$ cat config.mk
export PLATFORM = sky130hd
export DESIGN_NAME = ssf_top
export DESIGN_NICKNAME = d
export VERILOG_FILES = /design/src/ssf_pkg.sv /design/src/ssf_top.sv /design/src/ssf_mem.sv
export SDC_FILE = /design/constraint.sdc
export NUM_CORES = 1
export LEC_CHECK = 0
export BUFFER_PORTS_ARGS = -buffer_cell sky130_fd_sc_hd__buf_2
export CAP_MARGIN = 30
export CELL_PAD_IN_SITES_DETAIL_PLACEMENT = 1
export CELL_PAD_IN_SITES_GLOBAL_PLACEMENT = 1
export CORE_MARGIN = 1.5
export CORE_UTILIZATION = 35
export DETAILED_ROUTE_END_ITERATION = 10
export PLACE_DENSITY = 0.62
export SYNTH_ARGS = -nofsm -noshare
export SYNTH_HDL_FRONTEND = slang
export SYNTH_SLANG_ARGS = --single-unit
$ cat constraint.sdc
create_clock -name pclk -period 3.78 [get_ports pclk]
set_clock_uncertainty 0.05 [all_clocks]
set_input_delay 0.756 -clock pclk [delete_from_list [all_inputs] [get_ports pclk]]
set_output_delay 0.756 -clock pclk [all_outputs]
set_load 0.01 [all_outputs]
$ cat src/ssf_pkg.sv
// Purpose: Constants and types shared by the serial status block
// Assumes: 32-bit APB register access, byte addresses
// Notes:   Offsets of control, status and data words are fixed here
package ssf_pkg;

   localparam int          SSF_ADDR_W     = 12;
   localparam int          SSF_DATA_W     = 8;
   localparam int          SSF_FIFO_DEPTH = 16;
   localparam int          SSF_CNT_W      = 5;

   // Register byte offsets
   localparam logic [11:0] SSF_OFS_CTRL   = 12'h000;
   localparam logic [11:0] SSF_OFS_STAT   = 12'h004;
   localparam logic [11:0] SSF_OFS_DATA   = 12'h008;

   // Control field positions and reset value
   localparam int          SSF_CTRL_ENH   = 0;
   localparam int          SSF_CTRL_FRM   = 1;
   localparam int          SSF_CTRL_ON    = 15;
   localparam logic        SSF_CTRL_RST   = 1'b0;

   // Status field positions
   localparam int          SSF_ST_RXCNT   = 24;
   localparam int          SSF_ST_TXCNT   = 16;
   localparam int          SSF_ST_FRAMING_ERROR_FLAG  = 12;
   localparam int          SSF_ST_BUSY    = 11;
   localparam int          SSF_ST_TUR     = 8;
   localparam int          SSF_ST_SHIFTER_EMPTY    = 7;
   localparam int          SSF_ST_ROV     = 6;
   localparam int          SSF_ST_RBE     = 5;

   // Link bit counter
   localparam logic [2:0]  SSF_BIT_FIRST  = 3'h0;
   localparam logic [2:0]  SSF_BIT_LAST   = 3'h7;

   typedef enum logic [1:0]
   {
      SSF_LINK_IDLE  = 2'b00,
      SSF_LINK_FRAME = 2'b01
   } ssf_link_t;

endpackage : ssf_pkg

$ cat src/ssf_top.sv
// Purpose: Serial link slave with status reporting over APB
// Assumes: Link pins are asynchronous and sampled twice on pclk
// Notes:   Link runs clock idle low, data sampled on rising edge
//
// Our own choices: the address map and the APB register port.
`timescale 1ns/100ps
`default_nettype none
// Contract
// RULE1 - Status bits 28-24 show receive queue fill count, meaningful in enhanced mode.
// RULE2 - Status bits 20-16 show transmit queue fill count, meaningful in enhanced mode.
// RULE3 - Bit 12 sets on a framing error, meaningful only in framed mode.
// RULE4 - Bit 11 is high while a transfer is in progress, low when idle; the code also holds it high while the transmit queue holds data.
// RULE5 - Bit 8 sets when transmit queue is empty at a framed word start.
// RULE6 - Underrun stays set until software writes zero or toggles module enable.
// RULE7 - Bit 7 is high when the shift register holds no data.
// RULE8 - A word completed while the receive store is full is dropped; overflow sets.
// RULE9 - Overflow is set by hardware only; cleared by writing zero or re-enabling.
// RULE10 - Bit 5 shows receive queue empty exactly when read and write pointers match.
// RULE11 - Unimplemented status bits, including 31-29 and 10-9, read as zero.
// RULE12 - Writes to read-only status fields are ignored; only flags respond.
module ssf_top #(
   parameter int DATA_W = ssf_pkg::SSF_DATA_W,
   parameter int DEPTH  = ssf_pkg::SSF_FIFO_DEPTH
) (
   input  wire logic                          pclk,
   input  wire logic                          presetn,
   input  wire logic                          psel,
   input  wire logic                          penable,
   input  wire logic                          pwrite,
   input  wire logic [ssf_pkg::SSF_ADDR_W-1:0] paddr,
   input  wire logic [31:0]                   pwdata,
   output var  logic [31:0]                   prdata,
   output var  logic                          pready,
   output var  logic                          pslverr,
   input  wire logic                          link_sck,
   input  wire logic                          link_ss_n,
   input  wire logic                          link_mosi,
   output var  logic                          link_miso
);

   localparam int AW = $clog2(DEPTH);
   localparam int PW = AW + 1;

   typedef struct packed {
      logic              on;
      logic              enh;
      logic              frm;
      logic              sck_s1;
      logic              sck_s2;
      logic              sck_s3;
      logic              ss_n_s1;
      logic              ss_n_s2;
      logic              mosi_s1;
      logic              mosi_s2;
      ssf_pkg::ssf_link_t state;
      logic [2:0]        bitcnt;
      logic [DATA_W-1:0] rx_shift;
      logic [DATA_W-1:0] tx_shift;
      logic              loaded;
      logic              frm_err;
      logic              tx_unr;
      logic              rx_ovf;
      logic [PW-1:0]     rx_wptr;
      logic [PW-1:0]     rx_rptr;
      logic [PW-1:0]     tx_wptr;
      logic [PW-1:0]     tx_rptr;
      logic [31:0]       rdata;
   } ssf_state_t;

   ssf_state_t q;
   ssf_state_t d;

   logic [DATA_W-1:0] rx_rdata;
   logic [DATA_W-1:0] tx_rdata;
   logic [PW-1:0]     rx_cnt;
   logic [PW-1:0]     tx_cnt;
   logic              rx_empty;
   logic              rx_full;
   logic              tx_empty;
   logic              tx_full;
   logic              rx_push;
   logic              rx_pop;
   logic              tx_push;
   logic              tx_pop;
   logic              busy;
   logic              hit_ctrl;
   logic              hit_stat;
   logic              hit_data;
   logic              acc_wr;
   logic              acc_rd;
   logic              sck_rise;
   logic              sck_fall;
   logic              do_load;
   logic              ovf_set;
   logic              unr_set;
   logic              ferr_set;
   logic [DATA_W-1:0] rx_word;
   logic [31:0]       stat_word;
   logic [31:0]       ctrl_word;

   ssf_mem #(
      .W     (DATA_W),
      .DEPTH (DEPTH),
      .AW    (AW)
   ) u_rx_mem (
      .clk   (pclk),
      .we    (rx_push),
      .waddr (q.rx_wptr[AW-1:0]),
      .wdata (rx_word),
      .raddr (d.rx_rptr[AW-1:0]),
      .rdata (rx_rdata)
   );

   ssf_mem #(
      .W     (DATA_W),
      .DEPTH (DEPTH),
      .AW    (AW)
   ) u_tx_mem (
      .clk   (pclk),
      .we    (tx_push),
      .waddr (q.tx_wptr[AW-1:0]),
      .wdata (pwdata[DATA_W-1:0]),
      .raddr (d.tx_rptr[AW-1:0]),
      .rdata (tx_rdata)
   );

   assign hit_ctrl = (paddr == ssf_pkg::SSF_OFS_CTRL);
   assign hit_stat = (paddr == ssf_pkg::SSF_OFS_STAT);
   assign hit_data = (paddr == ssf_pkg::SSF_OFS_DATA);
   assign acc_wr   = psel & penable & pwrite;
   assign acc_rd   = psel & penable & ~pwrite;
   assign pready   = penable;
   assign pslverr  = psel & penable & ~(hit_ctrl | hit_stat | hit_data);
   assign prdata   = q.rdata;
   assign link_miso = q.tx_shift[DATA_W-1];

   assign rx_cnt   = q.rx_wptr - q.rx_rptr;
   assign tx_cnt   = q.tx_wptr - q.tx_rptr;
   // RULE10 pointer compare
   assign rx_empty = (q.rx_wptr == q.rx_rptr);
   assign tx_empty = (q.tx_wptr == q.tx_rptr);
   assign rx_full  = q.enh ? (rx_cnt == PW'(DEPTH)) : !rx_empty;
   assign tx_full  = q.enh ? (tx_cnt == PW'(DEPTH)) : !tx_empty;

   assign sck_rise = q.sck_s2 & ~q.sck_s3;
   assign sck_fall = ~q.sck_s2 & q.sck_s3;
   assign rx_word  = {q.rx_shift[DATA_W-2:0], q.mosi_s2};

   // RULE4 activity indicator
   assign busy = q.on & ((q.state == ssf_pkg::SSF_LINK_FRAME) | q.loaded | !tx_empty);

   always_comb
   begin
      ctrl_word = 32'h0000_0000;
      ctrl_word[ssf_pkg::SSF_CTRL_ON]  = q.on;
      ctrl_word[ssf_pkg::SSF_CTRL_ENH] = q.enh;
      ctrl_word[ssf_pkg::SSF_CTRL_FRM] = q.frm;
   end

   // RULE11 unused bits zero
   always_comb
   begin
      stat_word = 32'h0000_0000;
      // RULE1 receive fill count
      stat_word[ssf_pkg::SSF_ST_RXCNT +: ssf_pkg::SSF_CNT_W] = ssf_pkg::SSF_CNT_W'(rx_cnt);
      // RULE2 transmit fill count
      stat_word[ssf_pkg::SSF_ST_TXCNT +: ssf_pkg::SSF_CNT_W] = ssf_pkg::SSF_CNT_W'(tx_cnt);
      stat_word[ssf_pkg::SSF_ST_FRAMING_ERROR_FLAG] = q.frm_err;
      stat_word[ssf_pkg::SSF_ST_BUSY]   = busy;
      stat_word[ssf_pkg::SSF_ST_TUR]    = q.tx_unr;
      // RULE7 shifter empty view
      stat_word[ssf_pkg::SSF_ST_SHIFTER_EMPTY]   = ~q.loaded;
      stat_word[ssf_pkg::SSF_ST_ROV]    = q.rx_ovf;
      stat_word[ssf_pkg::SSF_ST_RBE]    = rx_empty;
   end

   always_comb
   begin
      d        = q;
      rx_push  = 1'b0;
      tx_pop   = 1'b0;
      do_load  = 1'b0;
      ovf_set  = 1'b0;
      unr_set  = 1'b0;
      ferr_set = 1'b0;
      tx_push  = acc_wr & hit_data & q.on & ~tx_full;
      rx_pop   = acc_rd & hit_data & ~rx_empty;

      // Pin synchronisers
      d.sck_s1  = link_sck;
      d.sck_s2  = q.sck_s1;
      d.sck_s3  = q.sck_s2;
      d.ss_n_s1 = link_ss_n;
      d.ss_n_s2 = q.ss_n_s1;
      d.mosi_s1 = link_mosi;
      d.mosi_s2 = q.mosi_s1;

      // Read data captured in the setup phase
      if (psel & ~penable)
      begin
         if (hit_ctrl)
         begin
            d.rdata = ctrl_word;
         end
         else if (hit_stat)
         begin
            d.rdata = stat_word;
         end
         else if (hit_data)
         begin
            d.rdata = 32'(rx_rdata);
         end
         else
         begin
            d.rdata = 32'h0000_0000;
         end
      end

      if (acc_wr & hit_ctrl)
      begin
         d.on  = pwdata[ssf_pkg::SSF_CTRL_ON];
         d.enh = pwdata[ssf_pkg::SSF_CTRL_ENH];
         d.frm = pwdata[ssf_pkg::SSF_CTRL_FRM];
      end

      unique case (q.state)
         ssf_pkg::SSF_LINK_IDLE:
         begin
            if (!q.ss_n_s2)
            begin
               d.state  = ssf_pkg::SSF_LINK_FRAME;
               d.bitcnt = ssf_pkg::SSF_BIT_FIRST;
               do_load  = 1'b1;
            end
         end
         ssf_pkg::SSF_LINK_FRAME:
         begin
            if (q.ss_n_s2)
            begin
               d.state  = ssf_pkg::SSF_LINK_IDLE;
               d.bitcnt = ssf_pkg::SSF_BIT_FIRST;
               d.loaded = 1'b0;
               // RULE3 frame cut short
               ferr_set = q.frm & (q.bitcnt != ssf_pkg::SSF_BIT_FIRST);
            end
            else if (sck_rise)
            begin
               d.rx_shift = rx_word;
               d.bitcnt   = q.bitcnt + 3'h1;
               if (q.bitcnt == ssf_pkg::SSF_BIT_LAST)
               begin
                  d.loaded = 1'b0;
                  // RULE8 drop on full store
                  rx_push  = ~rx_full;
                  ovf_set  = rx_full;
               end
            end
            else if (sck_fall)
            begin
               if (q.bitcnt == ssf_pkg::SSF_BIT_FIRST)
               begin
                  do_load = 1'b1;
               end
               else
               begin
                  d.tx_shift = {q.tx_shift[DATA_W-2:0], 1'b0};
               end
            end
         end
      endcase

      if (do_load)
      begin
         if (!tx_empty)
         begin
            d.tx_shift = tx_rdata;
            d.loaded   = 1'b1;
            tx_pop     = 1'b1;
         end
         else
         begin
            d.tx_shift = '0;
            // RULE5 empty queue at word start
            unr_set    = q.frm;
         end
      end

      if (rx_push)
      begin
         d.rx_wptr = q.rx_wptr + PW'(1);
      end
      if (rx_pop)
      begin
         d.rx_rptr = q.rx_rptr + PW'(1);
      end
      if (tx_push)
      begin
         d.tx_wptr = q.tx_wptr + PW'(1);
      end
      if (tx_pop)
      begin
         d.tx_rptr = q.tx_rptr + PW'(1);
      end

      // RULE12 only flags take status writes
      if (acc_wr & hit_stat)
      begin
         d.frm_err = q.frm_err & pwdata[ssf_pkg::SSF_ST_FRAMING_ERROR_FLAG];
         // RULE6 write zero clears
         d.tx_unr  = q.tx_unr & pwdata[ssf_pkg::SSF_ST_TUR];
         // RULE9 write zero clears
         d.rx_ovf  = q.rx_ovf & pwdata[ssf_pkg::SSF_ST_ROV];
      end
      // Set wins over a write-zero clear in the same cycle; a disable clear below wins over both
      d.frm_err = d.frm_err | ferr_set;
      d.tx_unr  = d.tx_unr | unr_set;
      d.rx_ovf  = d.rx_ovf | ovf_set;

      // RULE6 RULE9 disable clears flags
      if (!q.on)
      begin
         d.state    = ssf_pkg::SSF_LINK_IDLE;
         d.bitcnt   = ssf_pkg::SSF_BIT_FIRST;
         d.loaded   = 1'b0;
         d.tx_shift = '0;
         d.frm_err  = 1'b0;
         d.tx_unr   = 1'b0;
         d.rx_ovf   = 1'b0;
         d.rx_rptr  = q.rx_wptr;
         d.tx_rptr  = q.tx_wptr;
         rx_push    = 1'b0;
         tx_pop     = 1'b0;
      end
   end

   always_ff @(posedge pclk or negedge presetn)
   begin
      if (!presetn)
      begin
         q          <= '0;
         q.on       <= ssf_pkg::SSF_CTRL_RST;
         q.enh      <= ssf_pkg::SSF_CTRL_RST;
         q.frm      <= ssf_pkg::SSF_CTRL_RST;
         q.sck_s1   <= 1'b0;
         q.sck_s2   <= 1'b0;
         q.sck_s3   <= 1'b0;
         q.ss_n_s1  <= 1'b1;
         q.ss_n_s2  <= 1'b1;
         q.state    <= ssf_pkg::SSF_LINK_IDLE;
      end
      else
      begin
         q <= d;
      end
   end

endmodule : ssf_top
`default_nettype wire

$ cat src/ssf_mem.sv
// Purpose: Small word store for the receive and transmit queues
// Assumes: One write and one read port on one clock
// Notes:   Read data is registered and passes a same-cycle write through
`timescale 1ns/100ps
`default_nettype none
module ssf_mem #(
   parameter int W     = 8,
   parameter int DEPTH = 16,
   parameter int AW    = 4
) (
   input  wire logic          clk,
   input  wire logic          we,
   input  wire logic [AW-1:0] waddr,
   input  wire logic [W-1:0]  wdata,
   input  wire logic [AW-1:0] raddr,
   output var  logic [W-1:0]  rdata
);

   logic [W-1:0] mem [DEPTH];

   always_ff @(posedge clk)
   begin
      if (we)
      begin
         mem[waddr] <= wdata;
      end
      if (we && (waddr == raddr))
      begin
         rdata <= wdata;
      end
      else
      begin
         rdata <= mem[raddr];
      end
   end

endmodule : ssf_mem
`default_nettype wire

=== After elaboration in Yosys (flattened, before gate mapping) ===
Memories as Yosys holds them, arrays and structs flattened. A register that Yosys moved wholly into a read port is not among the register bits.
Cells that the tools add are included.

* Div/mod/pow operators: 0
* Reductions and logical operators: 10
* Shifts and indexed selects: 0
* Add/subtract/negate cells: 7
* Mux-type cells: 53
* Equal/unequal tests: 18
* Magnitude comparators: 0
* Multipliers: 0
* Bitwise logic cells: 36

{| class="wikitable"
|+ Operators by type and width
! operator !! count
|-
| two-way mux 29 bit || 2
|-
| two-way mux 8 bit || 6
|-
| two-way mux 1 bit || 30
|-
| two-way mux 5 bit || 6
|-
| adder 5 x 1 -> 5 bit (second input constant) || 4
|-
| bitwise AND 1 bit || 19
|-
| two-way mux 9 bit || 2
|-
| == test 12 x 3 -> 1 bit (second input constant) || 1
|-
| == test 12 x 4 -> 1 bit (second input constant) || 1
|-
| zero test 12 bit || 1
|-
| two-way mux 12 bit || 1
|-
| two-way mux 11 bit || 1
|-
| == test 5 bit || 2
|-
| == test 5 bit (second input constant) || 2
|-
| inverter 1 bit || 10
|-
| case mux 5 bit (2 select lines) || 1
|-
| subtractor 5 bit || 2
|-
| != test 3 bit (second input constant) || 3
|-
| bitwise OR 1 bit || 7
|-
| two-way mux 3 bit || 2
|-
| != test 3 x 1 -> 1 bit (second input constant) || 2
|-
| != test 3 x 2 -> 1 bit (second input constant) || 2
|-
| AND reduction 5 bit || 1
|-
| != test 2 x 1 -> 1 bit (second input constant) || 2
|-
| other kinds (12) || 14
|}

* Logic and storage cells: 151
* Latch bits: 0
* ROM bits: 0
* Register bits: 87
* Memories kept: 2
* RAM bits: 256
* Output and inout bits: 35

{| class="wikitable"
|+ Memory list
! memory !! depth !! width !! read ports !! clocked after Yosys merged registers in !! wr ports !! RTL line !! text
|-
| u_rx_mem.mem || 16 || 8 || 1 || 1 || 1 || ssf_mem.sv:19 || <nowiki>logic [W-1:0] mem [DEPTH];</nowiki>
|-
| u_tx_mem.mem || 16 || 8 || 1 || 1 || 1 || ssf_mem.sv:19 ||
|}

=== Longest topological paths before layout ===
* Depth in word-level cells: 11
* Depth in mapped cells: 10
* Mapped depth without buffers: 10

=== Cells and area by module ===
From an unflattened synthesis, not the netlist that was laid out.

* Cells, all modules: 847
* Area total of the unflattened synthesis: 14158.6 µm²

{| class="wikitable"
|+ Modules (own cells, without submodules)
! module !! instances !! area each (µm²) !! cells an instance !! seq. area each (µm²)
|-
| ssf_mem || 2 || 5067.4 || 225 || 3923.8
|-
| ssf_top || 1 || 4023.9 || 397 || 1879.3
|}

=== Worst setup path after synthesis ===
Ideal clock, no wire load.

* Path type: input port to flip-flop
* From: input port paddr[1] (netlist bit)
* To: memory u_tx_mem.mem[3][0], enable pin
* Data required time: 3.347 ns
* Stages on the path: 6
* Buffers on the path: 0
* Path slack: 0.527 ns
* Arrival: 2.819 ns
* Cells stage by stage: nor4_2 -> nand4_2 -> or3_4 -> a311oi_4 -> nand2_1 -> nor3_1

* Longest elaborated chain between the ends: 6

{| class="wikitable"
|+ Ends and longest elaborated chain
! what !! RTL line !! text
|-
| start, declared || ssf_top.sv:30 || <nowiki>input wire logic [ssf_pkg::SSF_ADDR_W-1:0] paddr,</nowiki>
|-
| == test 12 x 4 -> 1 bit || ssf_top.sv:129 || <nowiki>assign hit_data = (paddr == ssf_pkg::SSF_OFS_DATA);</nowiki>
|-
| bitwise AND 1 bit (3 in a row) || ssf_top.sv:186 || <nowiki>tx_push = acc_wr & hit_data & q.on & ~tx_full;</nowiki>
|-
| two-way mux 1 bit || ssf_mem.sv:23 || <nowiki>if (we)</nowiki>
|-
| two-way mux 1 bit (implied by the code) || ssf_mem.sv:25 || <nowiki>mem[waddr] <= wdata;</nowiki>
|-
| end, declared || ssf_mem.sv:19 ||
|}

Every way passes these cells.

=== Worst setup path in the final report ===
* From: register q[37] (netlist bit)
* To: memory u_tx_mem.mem[8][2], enable pin

* Longest elaborated chain between the ends: 7
* Elaborated cells on any way between the ends: 9
* Classes of those cells: add/sub (1); eq/ne (2); mux (3); bitwise (2); reduce/logical (1)

{| class="wikitable"
|+ Ends and longest elaborated chain
! what !! RTL line !! text
|-
| start, declared || ssf_top.sv:70 || <nowiki>ssf_state_t q;</nowiki>
|-
| subtractor 5 bit or == test 5 bit (tied branches) || ssf_top.sv:138, ssf_top.sv:141 ||
|-
| == test 5 bit or zero test 1 bit (tied branches) || - ||
|-
| two-way mux 1 bit || ssf_top.sv:143 || <nowiki>assign tx_full = q.enh ? (tx_cnt == PW'(DEPTH)) : !tx_empty;</nowiki>
|-
| inverter 1 bit || ssf_top.sv:186 ||
|-
| bitwise AND 1 bit || ssf_top.sv:186 ||
|-
| two-way mux 1 bit || ssf_mem.sv:23 ||
|-
| two-way mux 1 bit (implied by the code) || ssf_mem.sv:25 ||
|}

Parallel ways exist; a longest one is shown, timed or not.

==> out/results.ini <==
[sta]
drv_slew=0
tightest_slew_ns=0.804
tns_ns=0
setup_viol=0
final.period_utilization_pct=92.5
rsz0062_at_grt=false
fin_hold_ws_ns=0.190
setup_ws_ns=0.284
timing.final.hold_violations=0
max_slew_margin_pct=45.9
max_freq_mhz=286
post-route-min-period_ns=3.50

[critical_path]
crit_path_max_incr_delay_ns=0.57
worstSetupPathType=flip-flop to flip-flop
cp_slowest_cell=a311oi_4
cp_max_fo=9
crit_chain=inv_1, ha_1, inv_1, fa_1, a21o_1, a21oi_1, xor2_1, a311oi_4, nand2_1, nor2_1, buf_4
crit_top_cell=inv_1
arrival_ns=3.68
crit_path_end_kind=flip-flop
worstPathRequired_ns=3.96
cp-start-kind=flip-flop

[floorplan]
die-area_mm2=0.0413
io_pins=87
rows=73
chipWidth_um=203
core_area_mm2=0.0396
initial_utilization_pct=35.4
die_height_um=203

[final_layout]
final_cells=1449
layout.cells.most_common=edfxtp_1
finalNetCount=970
finalInstanceArea_mm2=0.0161
area.growth.synth_to_final_pct=15.1
finish.utilization_pct=40.7
layout_common_cells=edfxtp_1, mux4_2, dfrtp_1
drive_above_1_share_pct=27.8
diodes=0

[synth]
synth_area_leaders=edfxtp_1, dfrtp_1, mux4_2
synthCells=816
ys.warnings.count=0
synthFlopType=edfxtp_1
synth_top_area_cell=edfxtp_1
synth_seq_area_share_pct=69.4
ys_ff_latch=339
async_flop_share_pct=22.1
synth-edff-count=256
synth.distinct_cells=57
avgSynthCellArea_um2=17.2
synth.top_cell.area_share_pct=54.8
syn_area_mm2=0.0140

[route]
vias=7234
wl_mm=30.8
post_drt_wl_per_cell_um=21.3
dr.pass1.iters=4
routed_via_density=4.99
ant_nets=0
drc=0
drt_iter0_drc=400

[clocking]
root_buffer=clkbuf_16
cts_setup_buffers=0
htree_levels=2
worst_setup_hold_path_clk_slew_ns=0.06
cts.sinks=339
ctsHoldBuffers=0
cts_resized=0
cts_made_buffers=37
clk_path_buf_depth=3
cts_tree=yes
clk-insertion-delay-late_ns=0.53

[global_route]
met3_usage_pct=2.27
grt_use_total_pct=15.3
grtUsageMet1_pct=20.4
met2_usage_pct=25.9
gr-max-usage-layer=met2
grt_max_degree=52
grt_pass1_vias=7767
overflow=0
grt_pass1_wl_mm=47.4
antenna_found_initial=0

[placement]
placed_cell_area_mm2=0.0149
io_buffers=55
post-place-ws_ns=0.272
hpwl_mm=20.5
dp.cells=1381
finalWeightedCongestion=0.750

[worst_hold_path]
min_path_type=input port to asynchronous set/reset pin

[power]
power_mw=9.20
p_int_mw=6.92
peakVddDrop_uv=417
share_comb_of_total_power_pct=13.5
p_leak_nw=5.89
p_switching_mw=2.28
p_seq_share_pct=48.3
powerDensity_mw_per_mm2=570
clkPwrFrac_pct=38.2
swShare_pct=24.8

[run_status]
status=complete, no violations

[job]
drv_cap=0

[logic make-up (layout without fill, tap and decap cells)]
family          after synthesis  count (layout)  share of synthesized area [%]
simple gates                157             157                           5.97
buf+inv                      96             195                           3.63
xor+xnor                     23              23                           1.49
fa+ha+maj                    23              23                           2.16
other cells                   1              10                         0.0268
compound gates               84              84                           3.70
flops                       339             339                           69.4
mux                          93              93                           13.6
[worst paths after layout]
path                            cells past startpoint                           end               from  slack, ns
max in group asynchronous                           2               q[79]$_DFF_PN1_            presetn       2.70
worst max-delay path                               11  u_tx_mem.mem[8][2]$_DFFE_PP_  q[37]$_DFFE_PN0P_       0.28
worst max register to register                     11  u_tx_mem.mem[8][2]$_DFFE_PP_  q[37]$_DFFE_PN0P_       0.28
worst min-delay path                                1         prdata[3]$_DFFE_PN0P_            presetn       0.19
min in group pclk                                   0               q[77]$_DFF_PN0_    d[77]$_DFF_PN0_       0.30
worst min register to register                      0               q[77]$_DFF_PN0_    d[77]$_DFF_PN0_       0.30
[flip-flops by register name, indices dropped and copies added, names as in the netlist, named ones only]
name,cells
link_miso,1
u_rx_mem.mem,128
prdata,22
d,4
u_tx_mem.mem,128
ctrl_word,3
q,45
[cell usage after synthesis (all sizes together) (21+ instances only)]
master    n
a21oi    27
nand2    32
ha       21
clkbuf   21
nor2     47
o21ai    30
dfrtp    73
mux4     77
inv      30
edfxtp  256
buf      45
[area by class of cell]
type	count	area, µm²
tap	525	657
multi-input combinational	390	3830
timing repair buffer	97	606
clock inverter	15	155
inverter	30	113
sequential	339	9730
fill	3956	23500
clock buffer	53	1040
[worst max-delay path, delay by kind of cell (launching register included)]
family | cells | cell delay, ns
AOI/OAI and AO/OA | 3 | 0.93
adders and majority gates | 2 | 0.61
and+or+nand+nor | 2 | 0.57
buffers and inverters | 3 | 0.44
DFF | 1 | 0.43
xor gates and xnor gates | 1 | 0.16
[metal layers]
metal / wire, µm / up-vias
met5: 0 / -
met3: 895 / 48
li1: - / 3283
met2: 15300 / 121
met4: 649 / 0
met1: 13900 / 3782
[power groups by stage]
stage	clock network [mW]	logic, mW	registers [mW]
after floorplan	0	0.968	4.39
after global placement	0	1.26	4.51
after detailed placement	0	1.27	4.52
after CTS	3.60	1.28	4.45
after global routing	3.72	1.36	4.48
final	3.52	1.24	4.44
(Power assumes the default switching activity.)
